--- src/pcm_pkg.sv ---
// package: constants and types shared by the pcm serial port files
package pcm_pkg;
  // clock rates and frame timing
  localparam int MCLK_HZ = 40_000_000;
  localparam int BCLK_TDM_HZ = 4_096_000;
  localparam int FRAME_US = 125;
  // tdm bit clocks per frame, derived from the frame time
  localparam int TDM_CLKS = (BCLK_TDM_HZ / 1000) * FRAME_US / 1000;
  // frame pulse quiet for two frames of bit clocks means ssi strobe mode
  localparam int SSI_GAP_CLKS = 2 * TDM_CLKS;
  localparam logic [10:0] SSI_GAP = 11'(SSI_GAP_CLKS);
  // word lengths in bits
  localparam logic [4:0] WORD8 = 5'h08;
  localparam logic [4:0] WORD16 = 5'h10;
  // synchroniser bit positions
  localparam int S_STBY = 0;
  localparam int S_LAW = 1;
  localparam int S_FMT = 2;
  localparam int S_FP = 3;
  localparam int S_BCLK = 4;
  localparam int S_STA = 5;
  localparam int S_STB = 6;
  localparam int S_MDA = 7;
  localparam int S_MDB = 8;
  localparam int S_RXA = 9;
  localparam int S_RXB = 10;
  localparam int SYNC_W = 11;
  // register offsets and fields
  localparam logic [3:0] REG_CTRL = 4'h0;
  localparam logic [3:0] REG_STATUS = 4'h4;
  localparam int CTRL_GCI = 0;
  localparam int CTRL_RXEN = 1;
  localparam logic [7:0] CTRL_RESET = 8'h02;
  localparam int ST_SSI = 0;
  localparam int ST_LAW = 1;
  localparam int ST_FMT = 2;
  localparam int ST_STBY = 3;
  localparam int ST_OVR = 4;
  // sign-magnitude to standard companded code masks
  localparam logic [7:0] MU_G711_MASK = 8'h7f;
  localparam logic [7:0] A_G711_MASK = 8'h55;
  // tdm timeslot per mode
  localparam logic [4:0] SLOT_MODE1 = 5'h00;
  localparam logic [4:0] SLOT_MODE2 = 5'h02;
  localparam logic [4:0] SLOT_MODE3 = 5'h01;
  localparam logic [4:0] SLOT_MODE4 = 5'h00;
  // tdm mode from {strobe pin, mode-select pin}
  typedef enum logic [1:0] {
    PCM_MODE1 = 2'b00,
    PCM_MODE2 = 2'b01,
    PCM_MODE3 = 2'b10,
    PCM_MODE4 = 2'b11
  } pcm_tdm_mode_t;
  // one sample word towards or from the core
  typedef struct packed {
    logic linear;
    logic law_a;
    logic [15:0] data;
  } pcm_sample_t;
endpackage : pcm_pkg

--- src/pcm_buf2.sv ---
// two-entry valid/ready buffer for received sample words
`timescale 1ns/1ps
module pcm_buf2 (
  input wire logic mclk_in, // master clock
  input wire logic rst_in, // async reset, active high
  input wire logic clr_in, // synchronous flush
  input wire logic in_valid_in, // word offered
  input pcm_pkg::pcm_sample_t in_data_in, // offered word
  output logic in_ready_out, // room for a word
  output logic out_valid_out, // head word valid
  output pcm_pkg::pcm_sample_t out_data_out, // head word
  input wire logic out_ready_in // consumer takes head
);
  import pcm_pkg::*;

  pcm_sample_t mem [2];
  logic [1:0] vld;
  logic push;
  logic pop;

  // entry 0 is the head so outputs come straight from flops
  assign push = in_valid_in & ~vld[1];
  assign pop = vld[0] & out_ready_in;
  assign in_ready_out = ~vld[1];
  assign out_valid_out = vld[0];
  assign out_data_out = mem[0];

  ////////////////////////////////////////////////////////////////////////////
  // occupancy flags
  always_ff @(posedge mclk_in or posedge rst_in) begin
    if (rst_in) begin
      vld <= 2'b00;
    end else if (clr_in) begin
      vld <= 2'b00;
    end else if (pop & vld[1]) begin
      vld <= 2'b01;
    end else if (pop) begin
      vld <= {1'b0, push};
    end else if (push) begin
      vld <= vld[0] ? 2'b11 : 2'b01;
    end
  end

  // storage; tail moves to head on a pop
  always_ff @(posedge mclk_in or posedge rst_in) begin
    if (rst_in) begin
      mem[0] <= '0;
      mem[1] <= '0;
    end else if (pop & vld[1]) begin
      mem[0] <= mem[1];
    end else if (push & (pop | ~vld[0])) begin
      mem[0] <= in_data_in;
    end else if (push) begin
      mem[1] <= in_data_in;
    end
  end
endmodule : pcm_buf2

--- src/pcm_port.sv ---
// pcm serial port: two ssi or tdm ports with framing, companding format and buffering
//
// Contract
// - companding law is mu-law when the curve select pin is low, A-law when high, both ports.
// - companded codes are sign-magnitude when the format pin is low, standard G.711 when high.
// - the line receive input is taken as a 128 to 4096 kbps stream of 8 or 16 bit samples.
// - the microphone send input is taken as a 128 to 4096 kbps stream of 8 or 16 bit samples.
// - the send output stream shifts out the processed microphone signal at the same rates.
// - the line receive output stream shifts out the processed line signal at the same rates.
// - in tdm modes the frame pulse is active low in stream bus mode and active high in GCI mode.
// - both ports run in ssi strobe mode while the frame pulse pin is held low.
// - the logic runs from its own master clock, asynchronous to the 8 kHz frames.
// - while the standby reset pin is low the port stays reset in a quiet standby state.
// - in tdm modes each port picks timeslot and sample size from its strobe and mode pins.
`timescale 1ns/1ps
module pcm_port (
  input wire logic mclk_in, // 40 MHz master clock
  input wire logic rst_in, // async reset, active high
  input wire logic standby_reset_n_in, // pin reset, low = standby
  input wire logic companding_curve_select_in, // 0 mu-law, 1 A-law
  input wire logic code_format_select_in, // 0 sign-mag, 1 G.711
  input wire logic frame_pulse_in, // tdm frame pulse, low = ssi
  input wire logic tdm_system_clock_in, // shared bit clock pin
  input wire logic port_a_frame_strobe_in, // port a strobe / mode
  input wire logic port_b_frame_strobe_in, // port b strobe / mode
  input wire logic port_a_bus_mode_select_in, // port a tdm mode select
  input wire logic port_b_bus_mode_select_in, // port b tdm mode select
  input wire logic line_receive_in, // port a serial input
  input wire logic mic_send_in, // port b serial input
  output logic send_out_stream_out, // port a serial output
  output logic line_receive_out, // port b serial output
  input wire logic [3:0] reg_addr_in, // register byte address
  input wire logic [7:0] reg_wdata_in, // register write data
  input wire logic reg_wr_in, // register write strobe
  input wire logic reg_rd_in, // register read strobe
  output logic [7:0] reg_rdata_out, // read data, next cycle
  output logic [1:0] rx_valid_out, // received word valid per port
  output pcm_pkg::pcm_sample_t rx_sample_out [2], // received word per port
  input wire logic [1:0] rx_ready_in, // core takes received word
  input wire logic [1:0] tx_valid_in, // core offers word to send
  input pcm_pkg::pcm_sample_t tx_sample_in [2], // word to send per port
  output logic [1:0] tx_ready_out // holding register free
);
  import pcm_pkg::*;

  logic [SYNC_W-1:0] async_pins;
  logic [SYNC_W-1:0] sync_a;
  logic [SYNC_W-1:0] sync_b;
  logic standby;
  logic bclk_d;
  logic bclk_fall;
  logic fp_act;
  logic [10:0] gap_cnt;
  logic ssi_mode;
  logic [8:0] clk_cnt;
  logic [8:0] next_cnt;
  logic [7:0] ctrl;
  logic [1:0] ovr;
  logic [1:0] ovr_set;
  logic [1:0] strb;
  logic [1:0] mdsel;
  logic [1:0] rxpin;
  logic [15:0] tx_shift [2];
  logic [7:0] status;

  // converts between sign-magnitude and standard companded code
  function automatic logic [7:0] pcm_code(input logic [7:0] c, input logic law_a,
                                          input logic g711);
    logic [7:0] mask;
    mask = law_a ? A_G711_MASK : MU_G711_MASK;
    pcm_code = g711 ? (c ^ mask) : c;
  endfunction : pcm_code

  ////////////////////////////////////////////////////////////////////////////
  // pin synchronisers; standby pin resets low so the port starts in standby
  assign async_pins = {mic_send_in, line_receive_in, port_b_bus_mode_select_in,
                       port_a_bus_mode_select_in, port_b_frame_strobe_in,
                       port_a_frame_strobe_in, tdm_system_clock_in, frame_pulse_in,
                       code_format_select_in, companding_curve_select_in,
                       standby_reset_n_in};

  generate
    for (genvar gi = 0; gi < SYNC_W; gi++) begin : g_sync
      // first stage feeds only the second
      always_ff @(posedge mclk_in or posedge rst_in) begin
        if (rst_in) begin
          sync_a[gi] <= 1'b0;
          sync_b[gi] <= 1'b0;
        end else begin
          sync_a[gi] <= async_pins[gi];
          sync_b[gi] <= sync_a[gi];
        end
      end
    end
  endgenerate

  assign standby = ~sync_b[S_STBY];
  assign strb = {sync_b[S_STB], sync_b[S_STA]};
  assign mdsel = {sync_b[S_MDB], sync_b[S_MDA]};
  assign rxpin = {sync_b[S_RXB], sync_b[S_RXA]};

  ////////////////////////////////////////////////////////////////////////////
  // bit clock edge finder; 40 MHz gives about ten samples per 4.096 MHz period
  always_ff @(posedge mclk_in or posedge rst_in) begin
    if (rst_in) begin
      bclk_d <= 1'b0;
    end else begin
      bclk_d <= sync_b[S_BCLK];
    end
  end
  assign bclk_fall = bclk_d & ~sync_b[S_BCLK];

  // frame pulse polarity follows the selected tdm flavour
  assign fp_act = ctrl[CTRL_GCI] ? sync_b[S_FP] : ~sync_b[S_FP];

  // ssi detect: no high level on the frame pulse pin for two frames
  always_ff @(posedge mclk_in or posedge rst_in) begin
    if (rst_in) begin
      gap_cnt <= '0;
      ssi_mode <= 1'b1;
    end else if (standby) begin
      gap_cnt <= '0;
      ssi_mode <= 1'b1;
    end else if (sync_b[S_FP]) begin
      gap_cnt <= '0;
      ssi_mode <= 1'b0;
    end else if (gap_cnt == SSI_GAP) begin
      ssi_mode <= 1'b1;
    end else if (bclk_fall) begin
      gap_cnt <= gap_cnt + 11'h001;
    end
  end

  ////////////////////////////////////////////////////////////////////////////
  // tdm frame position in bus clocks; two clocks per data bit
  assign next_cnt = fp_act ? 9'h000 : clk_cnt + 9'h001;

  always_ff @(posedge mclk_in or posedge rst_in) begin
    if (rst_in) begin
      clk_cnt <= '0;
    end else if (standby | ssi_mode) begin
      clk_cnt <= '0;
    end else if (bclk_fall) begin
      clk_cnt <= next_cnt;
    end
  end

  ////////////////////////////////////////////////////////////////////////////
  // per port framing, shifting, holding and receive buffer
  generate
    for (genvar p = 0; p < 2; p++) begin : g_port
      pcm_tdm_mode_t mode;
      logic [4:0] slot;
      logic len16;
      logic [7:0] pos;
      logic [7:0] start;
      logic [7:0] idx;
      logic in_win;
      logic strb_d;
      logic strb_fall;
      logic rx_ev;
      logic tx_adv;
      logic tx_load;
      logic rx_done;
      logic rx16;
      logic tx16;
      logic [4:0] ssi_cnt;
      logic [15:0] rx_shift;
      pcm_sample_t tx_hold;
      pcm_sample_t tx_word;
      logic tx_hold_vld;
      logic next_hold_vld;
      logic tx_rdy;
      logic push_vld;
      pcm_sample_t push_data;
      logic buf_rdy;

      // tdm mode and window from strobe and mode pins
      assign mode = pcm_tdm_mode_t'({strb[p], mdsel[p]});
      always_comb begin
        case (mode)
          PCM_MODE1: slot = SLOT_MODE1;
          PCM_MODE2: slot = SLOT_MODE2;
          PCM_MODE3: slot = SLOT_MODE3;
          PCM_MODE4: slot = SLOT_MODE4;
          default: slot = SLOT_MODE1;
        endcase
      end
      assign len16 = (mode == PCM_MODE4);
      assign pos = next_cnt[8:1];
      assign start = {slot, 3'b000};
      assign idx = pos - start;
      assign in_win = (pos >= start) & (idx < (len16 ? 8'h10 : 8'h08));
      assign strb_fall = strb_d & ~strb[p];

      // bit events: ssi shifts on bit clock falls inside the strobe
      always_comb begin
        if (ssi_mode) begin
          rx_ev = bclk_fall & strb[p];
          tx_adv = rx_ev;
          tx_load = strb_fall;
          rx_done = strb_fall & ((ssi_cnt == WORD8) | (ssi_cnt == WORD16));
          rx16 = (ssi_cnt == WORD16);
          tx16 = (ssi_cnt == WORD16);
        end else begin
          rx_ev = bclk_fall & next_cnt[0] & in_win;
          tx_adv = bclk_fall & ~next_cnt[0] & in_win & (idx != 8'h00);
          tx_load = bclk_fall & ~next_cnt[0] & in_win & (idx == 8'h00);
          rx_done = rx_ev & (idx == (len16 ? 8'h0f : 8'h07));
          rx16 = len16;
          tx16 = len16;
        end
      end

      // strobe edge and ssi strobe length
      always_ff @(posedge mclk_in or posedge rst_in) begin
        if (rst_in) begin
          strb_d <= 1'b0;
          ssi_cnt <= '0;
        end else if (standby) begin
          strb_d <= 1'b0;
          ssi_cnt <= '0;
        end else begin
          strb_d <= strb[p];
          if (strb_fall) begin
            ssi_cnt <= '0;
          end else if (rx_ev & (ssi_cnt != 5'h1f)) begin
            ssi_cnt <= ssi_cnt + 5'h01;
          end
        end
      end

      // receive shift register, msb first
      always_ff @(posedge mclk_in or posedge rst_in) begin
        if (rst_in) begin
          rx_shift <= '0;
        end else if (standby) begin
          rx_shift <= '0;
        end else if (rx_ev) begin
          rx_shift <= {rx_shift[14:0], rxpin[p]};
        end
      end

      // finished word goes to the buffer; 8-bit words leave as sign-magnitude
      always_ff @(posedge mclk_in or posedge rst_in) begin
        if (rst_in) begin
          push_vld <= 1'b0;
          push_data <= '0;
        end else begin
          push_vld <= rx_done & ctrl[CTRL_RXEN] & ~standby;
          if (rx_done) begin
            push_data.linear <= rx16;
            push_data.law_a <= sync_b[S_LAW];
            push_data.data <= rx16 ? rx_shift :
                              {8'h00, pcm_code(rx_shift[7:0], sync_b[S_LAW], sync_b[S_FMT])};
          end
        end
      end
      // the serial side cannot stall, so a full buffer drops and flags
      assign ovr_set[p] = push_vld & ~buf_rdy;

      pcm_buf2 u_buf (
        .mclk_in(mclk_in),
        .rst_in(rst_in),
        .clr_in(standby),
        .in_valid_in(push_vld),
        .in_data_in(push_data),
        .in_ready_out(buf_rdy),
        .out_valid_out(rx_valid_out[p]),
        .out_data_out(rx_sample_out[p]),
        .out_ready_in(rx_ready_in[p])
      );

      // transmit holding register; an empty one sends a zero word
      assign tx_word = tx_hold_vld ? tx_hold : '0;
      always_comb begin
        next_hold_vld = tx_hold_vld;
        if (tx_load) begin
          next_hold_vld = 1'b0;
        end
        if (tx_valid_in[p] & ~tx_hold_vld) begin
          next_hold_vld = 1'b1;
        end
      end

      always_ff @(posedge mclk_in or posedge rst_in) begin
        if (rst_in) begin
          tx_hold <= '0;
          tx_hold_vld <= 1'b0;
          tx_rdy <= 1'b0;
        end else if (standby) begin
          tx_hold_vld <= 1'b0;
          tx_rdy <= 1'b0;
        end else begin
          tx_hold_vld <= next_hold_vld;
          tx_rdy <= ~next_hold_vld;
          if (tx_valid_in[p] & ~tx_hold_vld) begin
            tx_hold <= tx_sample_in[p];
          end
        end
      end
      assign tx_ready_out[p] = tx_rdy;

      // transmit shift register; pin shows bit 15
      always_ff @(posedge mclk_in or posedge rst_in) begin
        if (rst_in) begin
          tx_shift[p] <= '0;
        end else if (standby) begin
          tx_shift[p] <= '0;
        end else if (tx_load) begin
          tx_shift[p] <= tx16 ? tx_word.data :
                         {pcm_code(tx_word.data[7:0], sync_b[S_LAW], sync_b[S_FMT]), 8'h00};
        end else if (tx_adv) begin
          tx_shift[p] <= {tx_shift[p][14:0], 1'b0};
        end
      end
    end
  endgenerate

  assign send_out_stream_out = tx_shift[0][15];
  assign line_receive_out = tx_shift[1][15];

  ////////////////////////////////////////////////////////////////////////////
  // register port: control, and status with write-one-to-clear overruns
  always_ff @(posedge mclk_in or posedge rst_in) begin
    if (rst_in) begin
      ctrl <= CTRL_RESET;
    end else if (reg_wr_in & (reg_addr_in == REG_CTRL)) begin
      ctrl <= reg_wdata_in;
    end
  end

  // a new overrun in the clearing cycle survives the clear
  always_ff @(posedge mclk_in or posedge rst_in) begin
    if (rst_in) begin
      ovr <= 2'b00;
    end else if (reg_wr_in & (reg_addr_in == REG_STATUS)) begin
      ovr <= (ovr & ~reg_wdata_in[ST_OVR +: 2]) | ovr_set;
    end else begin
      ovr <= ovr | ovr_set;
    end
  end

  always_comb begin
    status = 8'h00;
    status[ST_SSI] = ssi_mode;
    status[ST_LAW] = sync_b[S_LAW];
    status[ST_FMT] = sync_b[S_FMT];
    status[ST_STBY] = standby;
    status[ST_OVR +: 2] = ovr;
  end

  // read data stand only in the cycle after the strobe
  always_ff @(posedge mclk_in or posedge rst_in) begin
    if (rst_in) begin
      reg_rdata_out <= 8'h00;
    end else if (reg_rd_in & (reg_addr_in == REG_CTRL)) begin
      reg_rdata_out <= ctrl;
    end else if (reg_rd_in & (reg_addr_in == REG_STATUS)) begin
      reg_rdata_out <= status;
    end else begin
      reg_rdata_out <= 8'h00;
    end
  end
endmodule : pcm_port

--- config.mk ---
export PLATFORM = sky130hd
export DESIGN_NAME = pcm_port
export DESIGN_NICKNAME = d
export VERILOG_FILES = /design/src/pcm_pkg.sv /design/src/pcm_buf2.sv /design/src/pcm_port.sv
export SDC_FILE = /design/constraint.sdc
export NUM_CORES = 1
export LEC_CHECK = 0
export BUFFER_PORTS_ARGS = -buffer_cell sky130_fd_sc_hd__buf_2
export CAP_MARGIN = 20
export CELL_PAD_IN_SITES_DETAIL_PLACEMENT = 2
export CELL_PAD_IN_SITES_GLOBAL_PLACEMENT = 2
export CORE_UTILIZATION = 35
export CTS_CLUSTER_SIZE = 30
export DETAILED_ROUTE_END_ITERATION = 8
export HOLD_SLACK_MARGIN = 0.12
export PLACE_DENSITY = 0.79
export SETUP_SLACK_MARGIN = 0.1
export SYNTH_ARGS = -nofsm -noshare
export SYNTH_HDL_FRONTEND = slang
export SYNTH_SLANG_ARGS = --single-unit
export TNS_END_PERCENT = 50
--- constraint.sdc ---
create_clock -name mclk_in -period 9.9 [get_ports mclk_in]
set_clock_uncertainty 0.15 [all_clocks]
set_input_delay 0.495 -clock mclk_in [delete_from_list [all_inputs] [get_ports mclk_in]]
set_output_delay 0.495 -clock mclk_in [all_outputs]
set_load 0.01 [all_outputs]
==> results of run 1 <==
[per-layer routing]
metal,vias up,routed length [um],global-route usage (%)
met5,-,19,0
met1,5166,17090,25.26
met4,2,924,6.361
met3,62,1273,3.848
li1,4513,-,-
met2,164,20810,36.57
[synthesized netlist by cell type, types with 6 or more instances]
master	number	area, um^2
dfrtp_1	286	7157
nor2_1	100	375.4
mux2i_1	92	920.9
mux2_2	89	1002
nand2_1	81	304.0
a21oi_1	76	380.4
nand3_1	53	265.3
inv_1	46	172.7
clkbuf_1	45	168.9
buf_4	41	307.8
xnor2_1	26	227.7
o21ai_0	25	125.1
and2_1	21	131.4
xor2_1	18	157.7
ha_1	17	212.7
nand4_1	13	81.33
and3_1	12	75.07
nand2b_1	12	75.07
nor3_1	11	55.05
nand4b_1	9	78.83
o2bb2ai_1	9	78.83
a221o_1	7	70.07
a221oi_1	7	61.31
a22o_1	7	61.31
a22oi_1	7	52.55
nor2b_1	7	43.79
o211ai_2	7	87.58
o21ai_1	7	35.03
buf_1	6	22.52
buf_2	6	30.03
[worst max path at each step]
stage / cells after the start / slack (ns) / to / start
2_1_floorplan: 1 / 1.31 / bclk_d / rst_in
3_3_place_gp: 10 / 5.38 / g_port[1].rx_shift[12] / ctrl[0]
3_5_place_dp: 10 / 5.24 / g_port[1].rx_shift[10] / ctrl[0]
4_1_cts: 10 / 5.16 / g_port[1].rx_shift[11] / ctrl[0]
5_1_grt: 13 / 5.03 / tx_shift[12] / clk_cnt[0]
6_report: 13 / 5.31 / tx_shift[12] / clk_cnt[0]
[power groups by stage]
stage	Sequential (W)	Clock (W)	Combinational, W
2_1_floorplan	0.00127	0	0.000163
3_3_place_gp	0.00129	0	0.000210
3_5_place_dp	0.00129	0	0.000220
4_1_cts	0.00127	0.00134	0.000241
5_1_grt	0.00128	0.00138	0.000264
6_report	0.00128	0.00130	0.000239
[state kept, by name, summed over array words and instances, names as in the netlist, 10 cells and up]
signal                     count
g_port.push_data              36
g_port.rx_shift               32
g_port.ssi_cnt                10
g_port.tx_hold                32
g_port.u_buf.mem              36
g_port.u_buf.out_data_out     36
gap_cnt                       11
sync_a                        11
tx_shift                      30
[layout make-up]
type	count	area, um^2	share of cell area [%]
sequential	288	7211	44.41
multi-input combinational	794	5743	35.37
timing repair buffer	184	1301	8.014
clock buffer	53	1035	6.372
tap	518	648.1	3.991
inverter	46	180.2	1.110
clock inverter	10	117.6	0.7243
antenna	1	2.502	0.01541
[worst min-delay path: cells and delay by family]
kind | cells | cell delay, ns
simple gates | 3 | 0.19
buf+inv | 1 | 0.15
[layout by cell type (no fill, tap or decap), types with 5 or more instances in the layout]
| cell type | synthesis | final |
|---|---|---|
| clkbuf_8 | 0 | 7 |
| o21ai_1 | 7 | 8 |
| xor2_1 | 18 | 18 |
| and3_1 | 12 | 12 |
| a22o_1 | 7 | 7 |
| inv_1 | 46 | 45 |
| xnor2_1 | 26 | 26 |
| clkinv_2 | 0 | 5 |
| a221o_1 | 7 | 7 |
| nor3_1 | 11 | 11 |
| ha_1 | 17 | 17 |
| nor2_1 | 100 | 99 |
| dfrtp_1 | 286 | 285 |
| nand4b_1 | 9 | 9 |
| o2bb2ai_1 | 9 | 9 |
| and2_1 | 21 | 21 |
| a31oi_1 | 5 | 5 |
| clkbuf_1 | 45 | 10 |
| mux2i_1 | 92 | 92 |
| nand4_1 | 13 | 13 |
| nand3_1 | 53 | 53 |
| mux2_2 | 89 | 89 |
| buf_2 | 6 | 112 |
| o21ai_0 | 25 | 24 |
| clkbuf_16 | 0 | 36 |
| nor2b_1 | 7 | 6 |
| nand2b_1 | 12 | 12 |
| a221oi_1 | 7 | 7 |
| a22oi_1 | 7 | 6 |
| nand2_1 | 81 | 81 |
| o211ai_2 | 7 | 7 |
| dlygate4sd3_1 | 0 | 53 |
| a21oi_1 | 76 | 76 |
| buf_4 | 41 | 15 |
[per-stage QoR]
step	power [W]	instance area (um^2)	utilization (%)	hold slack, ns
after detailed placement	0.001514	14480	37.47	0.1878
after CTS	0.002852	16170	41.83	0.1508
final	0.002818	16240	42.02	0.1816
after global placement	0.001502	14450	37.38	0.1826
after floorplan	0.001434	13680	-	0.1812
after global routing	0.002928	16240	42.02	0.1917
[kinds of logic (layout without fill, tap and decap cells)]
kind of cell	count (synthesis)	in the layout	synth area share, %
compound gates	197	197	10.17
xor+xnor	44	44	2.816
fa+ha+maj	19	19	1.847
buf+inv	151	293	5.615
flops	288	288	52.69
mux	181	181	14.05
other cells	0	1	0
simple gates	353	353	12.81
==> results.yml, run 1 <==
power:
  ir_worst_vdd_uv: 138.4
  seqPwrFrac_pct: 45.2
  internal-power_w: 0.002107
  switching_share_pct: 25.22
  net-switching-power_w: 0.0007107
  combPwrFrac_pct: 8.5
  pwr-share-clk_pct: 46.3
  powerDensity_nw_per_um2: 173.5
  p_leak_nw: 7.879
placed_design:
  dpl.cell_count: 1774
  dp_hpwl_mm: 24.41
  portBuffers: 112
  gp_congestion: 0.7760
  pre_cts_ws_ns: 5.239
global_routing:
  antenna_found_initial: 2
  gr-total-overflow: 0
  grt_usage_pct: 20.64
  grt_pass1_wl_mm: 63.66
  grt_max_degree: 92
  grt_pass1_vias: 11320
synth:
  synth_warnings: 0
  syn-num-nets: 1319
  synthArstFlopShare_pct: 100.0
  netlist_instances: 1233
  ys_seq_elements: 288
  synth_area_per_cell_um2: 11.10
  synth_edf_count: 0
  synth.yosys.seq_area_share_pct: 52.69
  yosys.cell_types.count: 79
  synth_area_um2: 13680
  synthFlopType: "dfrtp_1"
floorplanning:
  coreArea_um2: 38650
  dieWidth_um: 199.7
  initial_core_util_pct: 35.41
  ios: 117
  die_y_um: 199.7
  num_rows: 72
  die-area_um2: 39890
sta:
  period_share_pct: 46.33
  slew_headroom_pct: 30.47
  drv_slew: 0
  fmax_mhz: 218.0
  setup_viol: 0
  tns_ns: 0
  min_period_ns: 4.586
  grt_setup_unrepaired: "false"
  hold_viol_final: 0
  worst_slack_ns: 5.314
  worst_slew_pin_slew_ns: 1.042
clock_network:
  hold_buffers: 53
  worstSkewPairLatency_ns: 0.55
  tritoncts: "done"
  htreeDepth: 2
  cts.sinks: 288
  numCtsBuffers: 35
  cts-resized-gates: 0
  post-cts-setup-buffers: 0
  clock_tree.root_cell: "clkbuf_16"
  clock_path_buffers: 3
  clk_pin_slew_ns: 0.06
drt:
  via_count: 9907
  drc: 0
  routedWlPerCell_um: 21.18
  first_pass_iters: 4
  drt-initial-drc-count: 327
  drt_wl_total_mm: 40.12
  detail_route.vias_per_cell: 5.231
  ant_nets: 0
layout:
  fillers: 3922
  drive_above_1_share_pct: 22.33
  syn2layout_area_growth_pct: 18.67
  final_cells: 1894
  layout.nets: 1435
critical_path:
  crit_path_top_delay_cell: "o311ai_2"
  critPathArrivalTime_ns: 4.92
  r2r-start: "clk_cnt[0]"
  path_class: "flip-flop to flip-flop"
  cp-start-kind: "flip-flop"
  rrSetupSlack_ns: 5.31
  cp_cell_sequence: "ha_1, nand3_1, xnor2_1, nand2_1, ha_1, inv_1, fa_1, ha_1, a21oi_1, nand4_1, o311ai_2, and3_1, a221o_1"
  cp-end-kind: "flip-flop"
  timing.critical_path.max_delay_family: "adder cells"
  crit_path_max_fanout: 10
  cpMostUsedCell: "ha_1"
  cpPeakStageDelay_ns: 0.86
  worst_r2r_path_depth: 13
  reg2reg_to: "tx_shift[12]"
  path_buf_inv: 1
  required_ns: 10.24
run:
  cap_violations: 0
min_path:
  hold_class: "primary input to flip-flop"
  hold_start: "rx_ready_in[1]"
  whs_endpoint: "g_port[1].u_buf.vld[1]"
  holdPathStages: 4
outcome:
  outcome: "finished, final reports clean"
(Power assumes the default switching activity.)
==> inputs of run 2 (changes only) <==
clock period = 4.4 ns   (was 9.9 ns; I/O delays follow)
==> run 2 against run 1 <==
Compared with the run above: the run now ends with design-rule violations left; non-clock buffer count is 25 higher; global-route usage decreased by 0.51 points; cell area up 1.1%; cell count is 1.2% higher; critical endpoint is now tx_shift[30].
==> results.yml, run 2 (same netlist as run 1, synthesis figures left out) <==
drt:
  ant_nets: 0
  detail_route.vias_per_cell: 5.237
  via_count: 10040
  drt_wl_total_mm: 39.20
  first_pass_iters: 6
  routedWlPerCell_um: 20.45
  drt-initial-drc-count: 422
  drc: 1
global_routing:
  grt_max_degree: 105
  grt_usage_pct: 20.13
  grt_pass1_wl_mm: 62.13
  gr-total-overflow: 0
  antenna_found_initial: 2
  grt_pass1_vias: 11240
critical_path:
  required_ns: 4.63
  cp-end-kind: "flip-flop"
  crit_path_max_fanout: 10
  timing.critical_path.max_delay_family: "simple AND/OR/NAND/NOR gates"
  path_class: "flip-flop to flip-flop"
  cp-start-kind: "flip-flop"
  cpPeakStageDelay_ns: 0.56
  cp_cell_sequence: "and3_1, nand3_1, xor2_1, nor2_1, fa_1, ha_1, a211o_1, o41ai_4, or2_1, o211ai_2"
  path_buf_inv: 0
  crit_path_top_delay_cell: "fa_1"
  critPathArrivalTime_ns: 4.23
sta:
  worst_slack_ns: 0.4065
  drv_slew: 0
  worst_slew_pin_slew_ns: 0.9405
  tns_ns: 0
  setup_viol: 0
  grt_setup_unrepaired: "false"
  hold_viol_final: 0
  holdWs_ns: 0.1511
  min_period_ns: 3.994
  slew_headroom_pct: 36.82
  fmax_mhz: 250.4
  period_share_pct: 90.76
power:
  seqPwrFrac_pct: 46.1
  internal-power_w: 0.004687
  p_leak_nw: 7.967
  net-switching-power_w: 0.001537
  switching_share_pct: 24.69
  pwr-share-clk_pct: 45.0
  powerDensity_nw_per_um2: 379.1
  ir_worst_vdd_uv: 246.5
  combPwrFrac_pct: 9.0
  fin_total_pwr_w: 0.006223
layout:
  syn2layout_area_growth_pct: 19.97
  final_cell_mix: "dfrtp_1, buf_2, nor2_1"
  drive_above_1_share_pct: 22.69
  final_common_cell: "dfrtp_1"
  utilization_pct: 42.48
  layout.nets: 1460
placed_design:
  portBuffers: 112
  pre_cts_ws_ns: 0.2810
  dp_hpwl_mm: 24.97
  gp_congestion: 0.7934
floorplanning:
  die-area_um2: 39890
  die_y_um: 199.7
  dieWidth_um: 199.7
  num_rows: 72
  initial_core_util_pct: 35.41
  coreArea_um2: 38650
  ios: 117
outcome:
  violations: "design-rule violations"
  outcome: "finished, violations left"
clock_network:
  worstSkewPairLatency_ns: 0.54
  htreeDepth: 2
  tritoncts: "done"
  clock_tree.root_cell: "clkbuf_16"
  clk_pin_slew_ns: 0.05
  cts.sinks: 288
  numCtsBuffers: 35
  post-cts-setup-buffers: 0
  clock_path_buffers: 3
min_path:
  hold_class: "primary input to async pin"
run:
  cap_violations: 0
-- run 2: cell count changes in the layout (fill, tap and decap cells not counted), moves of 2 or more --
cell,change
buf_4,+12
dlygate4sd3_1,+11
buf_12,+3
clkinv_2,-3
clkbuf_8,+2
-- run 2: routing by layer --
metal	vias to the layer above	routed length (um)	GRT usage, %
met5	-	0	0
met4	0	913	6.079
met3	65	1400	4.017
met2	170	20300	35.91
met1	5236	16580	24.30
li1	4568	-	-
-- run 2: final cells by class --
cell class / instances / area (um^2)
diodes: 2 / 5.005
clock buffers: 55 / 1041
clock inverters: 5 / 57.56
fillers: 3936 / 22230
inverters: 46 / 176.4
multi-input cells: 794 / 5743
flip-flops and latches: 288 / 7211
well taps: 518 / 648.1
repair buffers: 209 / 1534
-- run 2: per-stage QoR --
stage                     area, um^2  cells
after detailed placement       14640   1790
after floorplan                13690   1233
after CTS                      16370   1914
final                          16420   1917
after global routing           16420   1917
after global placement         14590   1788
-- run 2: what timing repair did --
item / in CTS / in global routing
hold buffers: 64 / 0
hold endpoints to repair: 166 / 0
resized for setup: 0 / 2
setup endpoints to repair: 0 / 13
-- run 2: final timing paths --
| kind | startpoint | to | slack [ns] | cells after the start |
|---|---|---|---|---|
| min in group mclk_in | port_b_frame_strobe_in | sync_a[6] | 0.18 | 2 |
| min | rst_in | sync_a[9] | 0.15 | 3 |
| min reg2reg | sync_a[1] | status[1] | 0.20 | 0 |
| max | clk_cnt[3] | tx_shift[30] | 0.41 | 10 |
| max reg2reg | clk_cnt[3] | tx_shift[30] | 0.41 | 10 |
| max in group asynchronous | rst_in | sync_b[0] | 3.03 | 4 |
-- run 2: power by group through the flow --
stage	registers [W]	logic (W)	clock network [W]
detailed placement	0.00291	0.000512	0
global placement	0.00290	0.000491	0
global route	0.00288	0.000614	0.00298
finish	0.00287	0.000559	0.00280
CTS	0.00286	0.000561	0.00288
floorplan	0.00286	0.000367	0
-- run 2: tightest hold or removal path, cell delays in order --
cell,delay [ns]
dlygate4sd3_1,0.53
buf_2,0.13
clkinvlp_4,0.36
==> inputs of run 3 (changes only) <==
ABC_AREA = 1   (was not set)
PLACE_DENSITY = 0.84   (was 0.79)
==> run 3 against run 2 <==
Compared with the run above: the run now ends clean; critical endpoint unchanged; synthesized cell count is 24% higher; cell area shrank 1.8%; highest routed layer unchanged; hold slack got worse by 0.0050 ns; die area decreased by 2.1%; sequential power barely moved; count of clock-buffer cells in the layout down 5; synthesized area is 2.2% lower; critical path depth rose by 9; critical path type unchanged; non-clock buffer count decreased by 12.
==> results.yml, run 3 <==
outcome:
  outcome: "finished, final reports clean"
clock_network:
  tritoncts: "done"
  worstSkewPairLatency_ns: 0.58
  numCtsBuffers: 35
  clock_tree.root_cell: "clkbuf_16"
  htreeDepth: 2
  clk_pin_slew_ns: 0.06
  clock_path_buffers: 3
  cts.sinks: 288
synth:
  ys_seq_elements: 288
  synth_edf_count: 0
  synthFlopType: "dfrtp_1"
  synth_top_cells_by_area: "dfrtp_1, nand2_1, o21ai_0"
  synth_warnings: 0
  synth_area_um2: 13390
  synthArstFlopShare_pct: 100.0
  netlist_instances: 1523
  yosysMostFrequentCell: "nand2_1"
  synth_common_cells: "nand2_1, dfrtp_1, o21ai_0"
  yosysTopAreaCell: "dfrtp_1"
  synth_area_per_cell_um2: 8.790
  synth.yosys.seq_area_share_pct: 53.85
  yosys.cell_types.count: 45
  synth_top_area_share_pct: 53.46
  syn-num-nets: 1609
sta:
  slew_headroom_pct: 38.74
  fmax_mhz: 251.7
  min_period_ns: 3.973
  grt_setup_unrepaired: "false"
  setup_viol: 0
  drv_slew: 0
  period_share_pct: 90.28
  hold_viol_final: 0
  tns_ns: 0
  worst_slew_pin_slew_ns: 0.9166
  holdWs_ns: 0.1461
critical_path:
  reg2reg_to: "tx_shift[30]"
  r2r-start: "clk_cnt[0]"
  crit_start: "clk_cnt[0]"
  critPathArrivalTime_ns: 4.31
  crit_path_top_delay_cell: "fa_1"
  endpoint: "tx_shift[30]"
  path_buf_inv: 2
  cp_cell_sequence: "ha_1, nand2_1, nor2_2, o21ai_0, ha_1, inv_1, fa_1, ha_1, inv_1, o21bai_1, nor2_1, nand3_2, nor2_2, nand2_4, nand2_8, nor2_8, nor2_4, nand2_1, nand2_1"
  required_ns: 4.74
  cp-end-kind: "flip-flop"
  cpPeakStageDelay_ns: 0.46
  crit_path_max_fanout: 18
  path_class: "flip-flop to flip-flop"
  timing.critical_path.max_delay_family: "simple AND/OR/NAND/NOR gates"
  cp-start-kind: "flip-flop"
  path_depth: 19
  worst_r2r_path_depth: 19
  rrSetupSlack_ns: 0.43
layout:
  final_cells: 2202
  drive_above_1_share_pct: 14.96
  final_cell_mix: "nand2_1, dfrtp_1, o21ai_0"
  syn2layout_area_growth_pct: 20.39
  final_common_cell: "nand2_1"
  num_antenna_cells: 0
  layout.nets: 1752
drt:
  drt_wl_total_mm: 43.55
  via_count: 11280
  first_pass_iters: 5
  drc: 0
  drt-initial-drc-count: 485
  detail_route.vias_per_cell: 5.124
  ant_nets: 0
  routedWlPerCell_um: 19.78
global_routing:
  grt_usage_pct: 22.82
  grt_max_degree: 150
  antenna_found_initial: 0
  gr-total-overflow: 0
  grt_pass1_vias: 12670
  grt_pass1_wl_mm: 69.50
floorplanning:
  ios: 117
  die-area_um2: 39040
  num_rows: 71
  die_y_um: 197.6
  dieWidth_um: 197.6
  initial_core_util_pct: 35.54
  coreArea_um2: 37670
placed_design:
  dp_hpwl_mm: 26.66
  portBuffers: 112
  dpl.cell_count: 2072
  gp_congestion: 0.7790
power:
  p_leak_nw: 7.714
  powerDensity_nw_per_um2: 398.7
  ir_worst_vdd_uv: 341.1
run:
  cap_violations: 0
min_path:
  hold_class: "primary input to flip-flop"
  holdPathStages: 2
run 3: cell count changes after synthesis, moves of 34 or more:
cell     delta
inv_1     +102
mux2_2     -57
a21oi_1    -34
nand3_1    +47
o21ai_0   +124
mux2i_1    -92
nand2_1   +299
run 3: how the worst min path moves through the flow:
stage,start,endpoint,slack (ns)
final,line_receive_in,sync_a[9],0.15
after global routing,standby_reset_n_in,sync_a[0],0.14
after CTS,line_receive_in,sync_a[9],0.12
after detailed placement,rst_in,gap_cnt[3],0.11
after global placement,rst_in,gap_cnt[3],0.11
after floorplan,standby_reset_n_in,sync_a[0],0.10
run 3: layout make-up:
type	count	area, um^2
tap	511	639.4
timing repair buffer	197	1406
fill	4157	21550
sequential	288	7211
clock inverter	12	186.4
multi-input combinational	988	5084
inverter	156	589.3
clock buffer	50	1002
run 3: logic make-up (layout without fill, tap and decap cells):
logic type	Yosys count	count (layout)	share of synthesized area (%)
fa+ha+maj	19	19	1.888
buf+inv	248	415	8.355
flops	288	288	53.85
simple gates	659	660	21.23
compound gates	249	249	10.01
xor+xnor	28	28	1.972
mux	32	32	2.692
run 3: where the power goes:
| part | switching (W) | internal [W] | leakage, nW | total, W |
|---|---|---|---|---|
| combinational | 0.000333 | 0.000218 | 3.31 | 0.000550 |
| sequential | 0.0000931 | 0.00277 | 3.83 | 0.00286 |
| clock | 0.00123 | 0.00178 | 0.580 | 0.00301 |
| total | 0.00166 | 0.00477 | 7.71 | 0.00643 |
run 3: routing by layer:
layer	GRT usage [%]	routed length [um]	up-vias
met1	27.56	18370	5807
met5	0	0	-
met2	40.95	22340	209
met3	3.039	1466	90
li1	-	-	5178
met4	8.958	1369	0
run 3: per-stage QoR:
stage	utilization [%]	power [W]	setup WS [ns]	area (um^2)
6_report	42.79	0.006426	0.4275	16120
5_1_grt	42.79	0.006675	0.09781	16120
3_5_place_dp	37.72	0.003394	0.3429	14210
2_1_floorplan	-	0.003222	0.2124	13390
3_3_place_gp	37.72	0.003363	0.5711	14210
4_1_cts	42.60	0.006489	0.2483	16050
run 3: repair_timing:
action / in CTS / in global routing
endpoints found under the setup margin: 0 / 48
hold endpoints to repair: 162 / 0
hold buffers: 65 / 0
resized for setup: 0 / 4
buffers inserted: 0 / 1
